### config.mk
export PLATFORM = sky130hd
export DESIGN_NAME = csf_status_reg
export DESIGN_NICKNAME = d
export VERILOG_FILES = /design/src/csf_alu.sv /design/src/csf_status_reg.sv
export SDC_FILE = /design/constraint.sdc
export NUM_CORES = 1
export LEC_CHECK = 0
export BUFFER_PORTS_ARGS = -buffer_cell sky130_fd_sc_hd__buf_4
export CAP_MARGIN = 5
export CELL_PAD_IN_SITES_DETAIL_PLACEMENT = 1
export CELL_PAD_IN_SITES_GLOBAL_PLACEMENT = 1
export CORE_AREA = 10 10 118 93
export DETAILED_ROUTE_END_ITERATION = 12
export DIE_AREA = 0 0 128 103
export GPL_TIMING_DRIVEN = 0
export PLACE_DENSITY_LB_ADDON = 0.1
export SYNTH_ARGS = -nofsm -noshare
export SYNTH_HDL_FRONTEND = slang
export SYNTH_HIERARCHICAL = 1
export SYNTH_SLANG_ARGS = --single-unit
### constraint.sdc
create_clock -name clk_in -period 8.22 [get_ports clk_in]
set_input_delay 0 -clock clk_in [delete_from_list [all_inputs] [get_ports clk_in]]
set_output_delay 0 -clock clk_in [all_outputs]
set_load 0.05 [all_outputs]
### src/csf_alu.sv
// Shared constants, opcode type and the flag-producing ALU.
`timescale 1ns/100ps
`default_nettype none

package csf_pkg;

    localparam int DATA_W      = 8;
    localparam int NIBBLE_W    = 4;
    localparam int REG_ADDR_W  = 8;
    localparam int BANK_OFS_W  = 7;
    localparam int PHYS_ADDR_W = 9;
    localparam int BIT_SEL_W   = 3;

    localparam logic [REG_ADDR_W-1:0] STATUS_ADDR = 8'h03;

    localparam int CARRY_BIT  = 0;
    localparam int NIBBLE_BIT = 1;
    localparam int ZERO_BIT   = 2;
    localparam int HALT_BIT   = 3;
    localparam int EXPIRY_BIT = 4;
    localparam int DBANK_LO   = 5;
    localparam int DBANK_HI   = 6;
    localparam int IBANK_BIT  = 7;

    localparam logic [DATA_W-1:0] STATUS_RST = 8'h18;

    typedef enum logic [13:0] {
        OP_PLUS            = 14'h0001,
        OP_MINUS           = 14'h0002,
        OP_AND             = 14'h0004,
        OP_OR              = 14'h0008,
        OP_XOR             = 14'h0010,
        OP_FILE_ZERO       = 14'h0020,
        OP_ACCUM_STORE     = 14'h0040,
        OP_BIT_ZERO        = 14'h0080,
        OP_BIT_ONE         = 14'h0100,
        OP_NIBBLE_EXCHANGE = 14'h0200,
        OP_SHIFT_LEFT      = 14'h0400,
        OP_SHIFT_RIGHT     = 14'h0800,
        OP_WATCHDOG_KICK   = 14'h1000,
        OP_HALT            = 14'h2000
    } csf_op_t;

    function automatic logic op_sets_zero(input csf_op_t op);
        return (op == OP_PLUS) || (op == OP_MINUS) || (op == OP_AND) ||
               (op == OP_OR) || (op == OP_XOR) || (op == OP_FILE_ZERO);
    endfunction

    function automatic logic op_sets_nibble(input csf_op_t op);
        return (op == OP_PLUS) || (op == OP_MINUS);
    endfunction

    function automatic logic op_sets_carry(input csf_op_t op);
        return (op == OP_PLUS) || (op == OP_MINUS) ||
               (op == OP_SHIFT_LEFT) || (op == OP_SHIFT_RIGHT);
    endfunction

    function automatic logic op_writes_result(input csf_op_t op);
        return (op != OP_WATCHDOG_KICK) && (op != OP_HALT);
    endfunction

endpackage

module csf_alu
    import csf_pkg::*;
(
    input  wire csf_pkg::csf_op_t               op_in,
    input  wire logic [csf_pkg::DATA_W-1:0]     a_in,
    input  wire logic [csf_pkg::DATA_W-1:0]     b_in,
    input  wire logic [csf_pkg::BIT_SEL_W-1:0]  bit_sel_in,
    input  wire logic                           carry_in,
    output logic      [csf_pkg::DATA_W-1:0]     result_out,
    output logic                                zero_out,
    output logic                                nibble_out,
    output logic                                carry_out
);

    import csf_pkg::*;

    logic [DATA_W-1:0]   b_eff;
    logic                cin;
    logic [DATA_W:0]     sum;
    logic [NIBBLE_W:0]   nib_sum;
    logic [DATA_W-1:0]   bit_mask;

    always_comb begin
        b_eff    = (op_in == OP_MINUS) ? ~b_in : b_in;
        cin      = (op_in == OP_MINUS);
        sum      = {1'b0, a_in} + {1'b0, b_eff} + {{DATA_W{1'b0}}, cin};
        nib_sum  = {1'b0, a_in[NIBBLE_W-1:0]} + {1'b0, b_eff[NIBBLE_W-1:0]}
                 + {{NIBBLE_W{1'b0}}, cin};
        bit_mask = 8'h01 << bit_sel_in;
        carry_out = sum[DATA_W];
        case (op_in)
            OP_PLUS,
            OP_MINUS:           result_out = sum[DATA_W-1:0];
            OP_AND:             result_out = a_in & b_in;
            OP_OR:              result_out = a_in | b_in;
            OP_XOR:             result_out = a_in ^ b_in;
            OP_FILE_ZERO:       result_out = 8'h00;
            OP_ACCUM_STORE:     result_out = b_in;
            OP_BIT_ZERO:        result_out = a_in & ~bit_mask;
            OP_BIT_ONE:         result_out = a_in | bit_mask;
            OP_NIBBLE_EXCHANGE: result_out = {a_in[3:0], a_in[7:4]};
            OP_SHIFT_LEFT: begin
                result_out = {a_in[DATA_W-2:0], carry_in};
                carry_out  = a_in[DATA_W-1];
            end
            OP_SHIFT_RIGHT: begin
                result_out = {carry_in, a_in[DATA_W-1:1]};
                carry_out  = a_in[0];
            end
            default:            result_out = a_in;
        endcase
        nibble_out = nib_sum[NIBBLE_W];
        zero_out   = (result_out == 8'h00);
    end

endmodule

`default_nettype wire

### src/csf_status_reg.sv
// Core status flag register with flag update, bank steering and bus port.
//
// Notes on behaviour
// - The status register may be the destination of any instruction.
// - A flag-affecting instruction aimed at it writes flags to bits 2 to 0 and data to bits 7 to 5.
// - Software cannot write the expiry and halt flags.
// - Clearing the register clears the bank bits and sets zero.
// - On subtraction carry and nibble carry mean no borrow when one.
// - Bit 7 steers indirect access to banks two and three when one.
// - Bits 6 to 5 choose the bank for direct access.
// - The active-low expiry flag is set by power-up, kick or halt.
// - The active-low halt flag is set by power-up or kick, cleared by halt.
// - The zero flag shows whether an add, subtract, logic or clear result is zero.
// - Add and subtract set nibble carry from the fourth bit carry.
// - Add and subtract set carry from the top bit carry.
// - Subtraction adds the two's complement of the second operand.
// - Rotates load carry with the bit shifted out.
//
// The strobed register port and the register addresses were decided locally.
`timescale 1ns/100ps
`default_nettype none

module csf_status_reg
    import csf_pkg::*;
#(
    parameter int ADDR_W = csf_pkg::REG_ADDR_W
)
(
    input  wire logic                              clk_in,
    input  wire logic                              resetn_in,
    input  wire logic [ADDR_W-1:0]                 reg_addr_in,
    input  wire logic [csf_pkg::DATA_W-1:0]        reg_wdata_in,
    input  wire logic                              reg_wr_in,
    input  wire logic                              reg_rd_in,
    output logic      [csf_pkg::DATA_W-1:0]        reg_rdata_out,
    input  wire logic                              instr_valid_in,
    input  wire csf_pkg::csf_op_t                  instr_op_in,
    input  wire logic [csf_pkg::DATA_W-1:0]        operand_a_in,
    input  wire logic [csf_pkg::DATA_W-1:0]        operand_b_in,
    input  wire logic [csf_pkg::BIT_SEL_W-1:0]     bit_sel_in,
    input  wire logic                              dest_status_in,
    input  wire logic                              watchdog_timeout_in,
    input  wire logic [csf_pkg::BANK_OFS_W-1:0]    direct_offset_in,
    input  wire logic [csf_pkg::DATA_W-1:0]        indirect_ptr_in,
    output logic      [csf_pkg::DATA_W-1:0]        status_out,
    output logic      [csf_pkg::DATA_W-1:0]        result_out,
    output logic                                   result_valid_out,
    output logic      [csf_pkg::PHYS_ADDR_W-1:0]   direct_addr_out,
    output logic      [csf_pkg::PHYS_ADDR_W-1:0]   indirect_addr_out
);

    import csf_pkg::*;

    logic [DATA_W-1:0]  status_reg;
    logic [DATA_W-1:0]  status_next;
    logic [DATA_W-1:0]  alu_result;
    logic               alu_zero;
    logic               alu_nibble;
    logic               alu_carry;
    logic               status_sel;
    logic               any_flag;
    logic               exec_write;

    csf_alu u_alu (
        .op_in      (instr_op_in),
        .a_in       (operand_a_in),
        .b_in       (operand_b_in),
        .bit_sel_in (bit_sel_in),
        .carry_in   (status_reg[CARRY_BIT]),
        .result_out (alu_result),
        .zero_out   (alu_zero),
        .nibble_out (alu_nibble),
        .carry_out  (alu_carry)
    );

    always_comb begin
        status_sel = 1'b0;
        if (reg_addr_in == STATUS_ADDR) begin
            status_sel = 1'b1;
        end
    end

    always_comb begin
        any_flag   = op_sets_zero(instr_op_in) ||
                     op_sets_nibble(instr_op_in) ||
                     op_sets_carry(instr_op_in);
        exec_write = instr_valid_in && op_writes_result(instr_op_in);
    end

    always_comb begin
        status_next = status_reg;
        if (instr_valid_in) begin
            if (exec_write && dest_status_in) begin
                status_next[IBANK_BIT:DBANK_LO] =
                    alu_result[IBANK_BIT:DBANK_LO];
                if (!any_flag) begin
                    status_next[ZERO_BIT:CARRY_BIT] =
                        alu_result[ZERO_BIT:CARRY_BIT];
                end
            end
            if (op_sets_zero(instr_op_in)) begin
                status_next[ZERO_BIT] = alu_zero;
            end
            if (op_sets_nibble(instr_op_in)) begin
                status_next[NIBBLE_BIT] = alu_nibble;
            end
            if (op_sets_carry(instr_op_in)) begin
                status_next[CARRY_BIT] = alu_carry;
            end
            if (instr_op_in == OP_WATCHDOG_KICK) begin
                status_next[EXPIRY_BIT] = 1'b1;
                status_next[HALT_BIT]   = 1'b1;
            end
            if (instr_op_in == OP_HALT) begin
                status_next[EXPIRY_BIT] = 1'b1;
                status_next[HALT_BIT]   = 1'b0;
            end
        end else if (reg_wr_in && status_sel) begin
            status_next[IBANK_BIT:DBANK_LO] =
                reg_wdata_in[IBANK_BIT:DBANK_LO];
            status_next[ZERO_BIT:CARRY_BIT] =
                reg_wdata_in[ZERO_BIT:CARRY_BIT];
        end
        if (watchdog_timeout_in) begin
            status_next[EXPIRY_BIT] = 1'b0;
        end
    end

    always_ff @(posedge clk_in) begin
        if (!resetn_in) begin
            status_reg <= STATUS_RST;
        end else begin
            status_reg <= status_next;
        end
    end

    always_comb begin
        status_out = status_reg;
    end

    always_ff @(posedge clk_in) begin
        if (!resetn_in) begin
            result_out       <= 8'h00;
            result_valid_out <= 1'b0;
        end else begin
            result_valid_out <= exec_write;
            if (exec_write) begin
                result_out <= alu_result;
            end
        end
    end

    always_ff @(posedge clk_in) begin
        if (!resetn_in) begin
            reg_rdata_out <= 8'h00;
        end else if (reg_rd_in && status_sel) begin
            reg_rdata_out <= status_reg;
        end else begin
            reg_rdata_out <= 8'h00;
        end
    end

    always_ff @(posedge clk_in) begin
        if (!resetn_in) begin
            direct_addr_out   <= 9'h000;
            indirect_addr_out <= 9'h000;
        end else begin
            direct_addr_out   <= {status_reg[DBANK_HI:DBANK_LO],
                                  direct_offset_in};
            indirect_addr_out <= {status_reg[IBANK_BIT],
                                  indirect_ptr_in};
        end
    end
endmodule

`default_nettype wire

==> summary.md, run 1 <==
| Metric | Value |
|---|---|
| Slew Viols, Final | 0 |
| Outcome | complete, no violations |
| Slowest CP cell | or4_1 |
| Fmax | 231 MHz |
| Share of layout cells above drive strength 1 | 0.257 |
| CP max FO | 10 |
| Post-route ant nets | 0 |
| CP Capture Type | flip-flop |
| CTS Hold Buffers Added | 16 |
| Htree depth | 2 |
| #FFs+latches synth | 43 |
| First-pass GRT wire length | 21,700 um |
| Total CTS buffers | 5 |
| Initial Util | 0.388 |
| Post-CTS sizing | 0 |
| CP required | 8420 ps |
| DRT iter0 DRCs | 319 |
| CP delay by family, top | simple AND/OR/NAND/NOR gates |
| WL/cell | 21.1 um |
| Mapped cell area | 3410 um^2 |
| Ys flop type | dfxtp_1 |
| IO Port Bufs | 108 |
| Clock Tree Buf Depth | 2 |
| Min Tclk post-route | 4330 ps |
| Final hold vios | 0 |
| Die ar. | 13,200 um^2 |
| Critical Path Most Common Cell | o211ai_1 |
| Clock latency on the worst-skew pair | 290 ps |
| CP Launch Type | primary input |
| Clock sink total | 43 |
| Total power per unit cell area | 134 nW/um^2 |
| Vias in the first global route | 3,982 |
| Clock root cell | clkbuf_16 |
| Postcts setup bufs | 0 |
| Count of cell types in the netlist | 69 |
| NumNets Final | 627 |
| Max-cap viol count | 0 |
| Hold slack | 52.9 ps |
| Post-synth EDFFs | 0 |
| Hpwl dp | 10,900 um |
| Row cnt | 30 |
| Worst vdd ir | 0.000127 V |
| Via density | 5.90 |
| Crit-path max cell delay | 620 ps |
| CTS tree | done |
| GPL Wtd Cong | 0.905 |
| Setup Viol. Count Final | 0 |
| Syn Inst Count | 417 |
| Worst slew pin tran | 966 ps |
| Die height | 103 um |
| Diodes inserted | 0 |
| Skew final | 12.4 ps |
| Largest net degree at the start of global routing | 16 |
| Total wire length | 14,000 um |
| Crit path cell chain | buf_4 -> or4_1 -> buf_2 -> nor3_1 -> nand2_1 -> xnor2_1 -> fa_1 -> a32oi_1 -> o211ai_1 -> a2111oi_1 -> o211ai_1 -> nor4_1 -> and4_1 -> nand4_1 -> o211ai_1 |
| Yosys warning count | 6 |
| Syn_nets | 496 |
| Setup_tns | 0 ps |
| Fin crit share | 0.526 |
| WS Path Type | primary input to flip-flop |
| Total track usage | 0.204 |
| Via count | 3,898 |
| Antenna violations before repair | 0 |
| GRT Residual Overflow | 0 |
| Critical Path AT | 4530 ps |
| Syn Area/Cell | 8.17 um^2 |
| CTS clk-pin slew, worst paths | 60 ps |
| Chip Width | 128 um |
| FFs w/ async S/R, synth | 0 |
| FF-to-FF setup slack | 6100 ps |
| Core area | 8780 um^2 |
| Area grow syn2layout | 37.6% |
| Worst slew margin | 0.350 |
| Register area share after synthesis | 0.253 |
| IO Pins | 114 |
| Drt first pass iters | 5 |
| DRC errors left | 0 |
| Leak | 1.93 nW |
| RSZ-0062 raised after global routing | no |
| Worst Hold Class | primary input to flip-flop |
| WP buf/inv | 2 |
[final timing paths]
path / start / to / cells past startpoint
worst min register to register: status_out[1] / status_out[1] / 2
worst min-delay path: reg_wdata_in[2] / status_out[2] / 3
worst max-delay path: instr_op_in[10] / status_out[2] / 15
worst max register to register: status_out[0] / status_out[2] / 9
[power by group]
part           internal [mW]  total [mW]  switching, mW  leakage (nW)
registers              0.217       0.222        0.00448         0.354
clock network          0.144       0.232         0.0875        0.0804
logic                 0.0693       0.173          0.104          1.50
[worst reg2reg max path: cells and delay by family (launching register included)]
| family | cells | cell delay [ps] |
|---|---|---|
| AND/OR/NAND/NOR | 4 | 800 |
| flip-flops | 1 | 370 |
| AO/OA/AOI/OAI | 5 | 880 |
[cell usage in the layout (no fill, tap or decap), types with 10 or more instances in the layout]
| cell type | instances |
|---|---|
| buf_4 | 109 |
| dfxtp_1 | 43 |
| nor2_1 | 32 |
| nand2_1 | 32 |
| and2_1 | 30 |
| o21ai_0 | 17 |
| clkbuf_1 | 16 |
| a21oi_1 | 16 |
| dlygate4sd3_1 | 16 |
| nor4_1 | 15 |
| mux2i_1 | 13 |
| and4_1 | 11 |
| xor2_1 | 10 |
| xnor2_1 | 10 |
[cells by family after synthesis]
| family | count (synthesis) | share of synthesized area |
|---|---|---|
| flip-flops | 43 | 0.253 |
| multiplexers | 14 | 0.0415 |
| AO/OA/AOI/OAI | 104 | 0.217 |
| XOR/XNOR | 20 | 0.0514 |
| AND/OR/NAND/NOR | 197 | 0.365 |
| buffers and inverters | 31 | 0.0411 |
| adder cells (fa/ha/maj) | 8 | 0.0316 |
[sequential cells by signal, summed over array words and instances, names as in the netlist]
name / count
result_out: 8
reg_rdata_out: 8
indirect_addr_out: 9
result_valid_out: 1
direct_addr_out: 9
status_out: 8
[per-stage QoR]
| step | setup slack, ps | util | area (um^2) | power (mW) | std cells |
|---|---|---|---|---|---|
| CTS | 3970 | 0.534 | 4690 | 0.627 | 661 |
| detailed placement | 3690 | 0.496 | 4360 | 0.391 | 637 |
| global route | 3630 | 0.534 | 4690 | 0.656 | 661 |
| floorplan | 4580 | - | 3410 | 0.319 | 417 |
| finish | 3890 | 0.534 | 4690 | 0.627 | 661 |
| global placement | 3670 | 0.496 | 4360 | 0.386 | 637 |
[synth_stat cells, drive strengths merged (4+ instances only)]
library cell,n,share of area
nor4b,5,0.013
a21oi,17,0.028
xor2,10,0.026
nor3,5,0.0073
dfxtp,43,0.25
a21o,6,0.013
and3,4,0.0088
or2,4,0.0073
o211ai,4,0.0088
a22oi,8,0.018
inv,8,0.0088
nand3,9,0.013
or4,8,0.019
mux2i,13,0.038
a211oi,8,0.018
nor2,34,0.039
xnor2,10,0.026
nand4,6,0.011
nand2,32,0.035
o21ai,21,0.031
ha,7,0.026
and2,30,0.055
o21a,4,0.0088
clkbuf,16,0.018
buf,7,0.015
nor2b,7,0.013
o31ai,4,0.0088
nor4,22,0.066
nand3b,5,0.015
and4,11,0.028
[area by class of cell]
class,count,area (um^2)
Fill cell,1077,4090
Multi-Input combinational cell,343,2410
Timing Repair Buffer,124,971
Sequential cell,43,861
Tap cell,112,140
Clock buffer,5,125
Buffer,23,110
Clock inverter,3,46.3
Inverter,8,30.0
[routing by layer]
layer / global-route usage / routed length [um] / up-vias
met5: 0 / 0 / -
met4: 0.0276 / 101 / 0
met3: 0.0504 / 1090 / 13
met2: 0.328 / 6400 / 149
met1: 0.276 / 6380 / 1887
li1: - / - / 1849
No activity file was read; power rests on OpenSTA's default activity.
==> run 2: changes to the inputs <==
CORE_AREA = 10 10 122 97   (was 10 10 118 93)
DIE_AREA = 0 0 132 107   (was 0 0 128 103)
clock period = 4 ns   (was 8.22 ns; I/O delays follow)
==> summary.md, run 2 (same netlist as run 1, synthesis figures left out) <==
| Metric | Value |
|---|---|
| Diodes inserted | 0 (unchanged) |
| Most common cell after layout, fill and taps aside | buf_4 |
| Core area | 9430 um^2 (+7.3%) |
| Slew Viols, Final | 0 (unchanged) |
| Area grow syn2layout | 39.4% |
| WL/cell | 20.7 um (-2.2%) |
| Die height | 107 um (+3.9%) |
| Fmax | 261 MHz |
| Share of layout cells above drive strength 1 | 0.265 (+0.00862) |
| Commonest non-fill, non-tap cells in the layout | 110 x buf_4, 43 x dfxtp_1, 32 x nor2_1 |
| CTS clk-pin slew, worst paths | 60 ps (about the same) |
| Via density | 5.73 (-2.9%) |
| Chip Width | 132 um (+3.1%) |
| Die ar. | 14,100 um^2 (+7.1%) |
| Clock latency on the worst-skew pair | 290 ps (about the same) |
| Critical Path AT | 4050 ps (-480 ps) |
| Worst Hold Class | primary input to flip-flop |
| IO Pins | 114 (unchanged) |
| NumNets Final | 628 (+0.16%) |
| Via count | 3,906 (+0.21%) |
| Row cnt | 31 (+3.3%) |
| IO Port Bufs | 108 (unchanged) |
| Antenna violations before repair | 0 (unchanged) |
| CP required | 4210 ps (-4210 ps) |
| Outcome | complete, no violations |
| Setup Viol. Count Final | 0 (unchanged) |
| Filler cells | 1,163 (+8.0%) |
| CP max FO | 10 (unchanged) |
| Min Tclk post-route | 3830 ps |
| DRT iter0 DRCs | 418 (+31%) |
| CP Capture Type | flip-flop |
| Skew final | 1.27 ps (-11.1 ps) |
| Vias in the first global route | 3,887 (-2.4%) |
| GPL Wtd Cong | 0.940 (+3.9%) |
| Drt first pass iters | 5 (unchanged) |
| Max-cap viol count | 0 (unchanged) |
| Leak | 1.97 nW (+2.1%) |
| FF/Latch Area | 861 um^2 (unchanged) |
| Total CTS buffers | 5 (unchanged) |
| Total wire length | 14,100 um (+0.90%) |
| Final Core Density | 0.504 (-0.0299) |
| Htree depth | 2 (unchanged) |
| Final hold vios | 0 (unchanged) |
| Clock sink total | 43 (unchanged) |
| Area occupied by multi-input gates | 2430 um^2 (+1.2%) |
| First-pass GRT wire length | 22,100 um (+1.6%) |
| Hpwl dp | 11,100 um (+1.9%) |
| CP Launch Type | primary input |
| Worst vdd ir | 0.000212 V (+67%) |
| Setup_tns | 0 ps (unchanged) |
| Post-route ant nets | 0 (unchanged) |
| Largest net degree at the start of global routing | 15 (-1) |
| CTS tree | done |
| GRT Residual Overflow | 0 (unchanged) |
| Total power per unit cell area | 271 nW/um^2 (+100%) |
| DRC errors left | 0 (unchanged) |
| WS Path Type | primary input to flip-flop |
| Clock root cell | clkbuf_16 |
| Worst slew pin tran | 1050 ps (+81.7 ps) |
| Clock Tree Buf Depth | 2 (unchanged) |
| Total track usage | 0.193 (-0.0116) |
| Worst slew margin | 0.295 (-0.0550) |
| Initial Util | 0.361 (-0.0264) |
| Largest regs | direct_addr_out: 9 flops, indirect_addr_out: 9 flops |
| Fin crit share | 0.958 |
run 2: worst paths after layout:
check                                   endpoint  cells after the start  slack (ps)             from
worst max-delay path               status_out[2]                     18         170   instr_op_in[4]
worst min-delay path               status_out[2]                      3          50  reg_wdata_in[2]
worst max register to register     status_out[2]                      9        1970    status_out[0]
worst min register to register  reg_rdata_out[2]                      1         490    status_out[2]
run 2: area by class of cell:
type,instances,share of cell area
inverters,8,0.00632
multi-input cells,343,0.513
plain buffers,23,0.0237
well taps,132,0.0348
repair buffers,125,0.206
clock inverters,3,0.00922
clock buffers,5,0.0263
flip-flops and latches,43,0.181
run 2: power breakdown:
part | switching [mW] | internal (mW)
Sequential | 0.00797 | 0.446
Clock | 0.177 | 0.295
Combinational | 0.218 | 0.143
Total | 0.403 | 0.884
run 2: metrics by stage:
| step | instance area [um^2] | instances | setup slack, ps | power, mW | hold slack [ps] |
|---|---|---|---|---|---|
| floorplan | 3410 | 417 | 360 | 0.656 | 112 |
| global placement | 4380 | 657 | -539 | 0.799 | 199 |
| detailed placement | 4380 | 657 | -562 | 0.807 | 203 |
| CTS | 4720 | 681 | 2.01 | 1.29 | 51.2 |
| global route | 4750 | 682 | -9.58 | 1.35 | 65.2 |
| finish | 4750 | 682 | 167 | 1.29 | 54.9 |
run 2: worst max-delay path, stage by stage:
cell      delay [ps]
buf_4            130
buf_6            130
or4_4            530
buf_6            160
nor3_4           240
nand2_4          150
xnor2_1          210
fa_1             450
nand3_1          100
nand2_1          150
a21o_1           220
a21o_1           200
xor2_1           140
a221o_1          400
nor4_1           270
and4_1           270
nand4_1          150
o211ai_1         130
run 2: layer usage:
layer | global-route usage | vias to the layer above | routed length (um)
li1 | - | 1853 | -
met1 | 0.267 | 1905 | 6690
met2 | 0.305 | 139 | 6420
met3 | 0.0415 | 9 | 900
met4 | 0.0277 | 0 | 87
met5 | 0 | - | 0
run 2: what timing repair did:
| item | 4_1_cts | 5_1_grt |
|---|---|---|
| gates cloned | 0 | 0 |
| setup endpoints to repair | 2 | 2 |
| pin swaps | 0 | 1 |
| hold buffers | 16 | 0 |
| gates resized for setup | 3 | 4 |
| setup buffers | 0 | 1 |
| hold endpoints to repair | 16 | 0 |
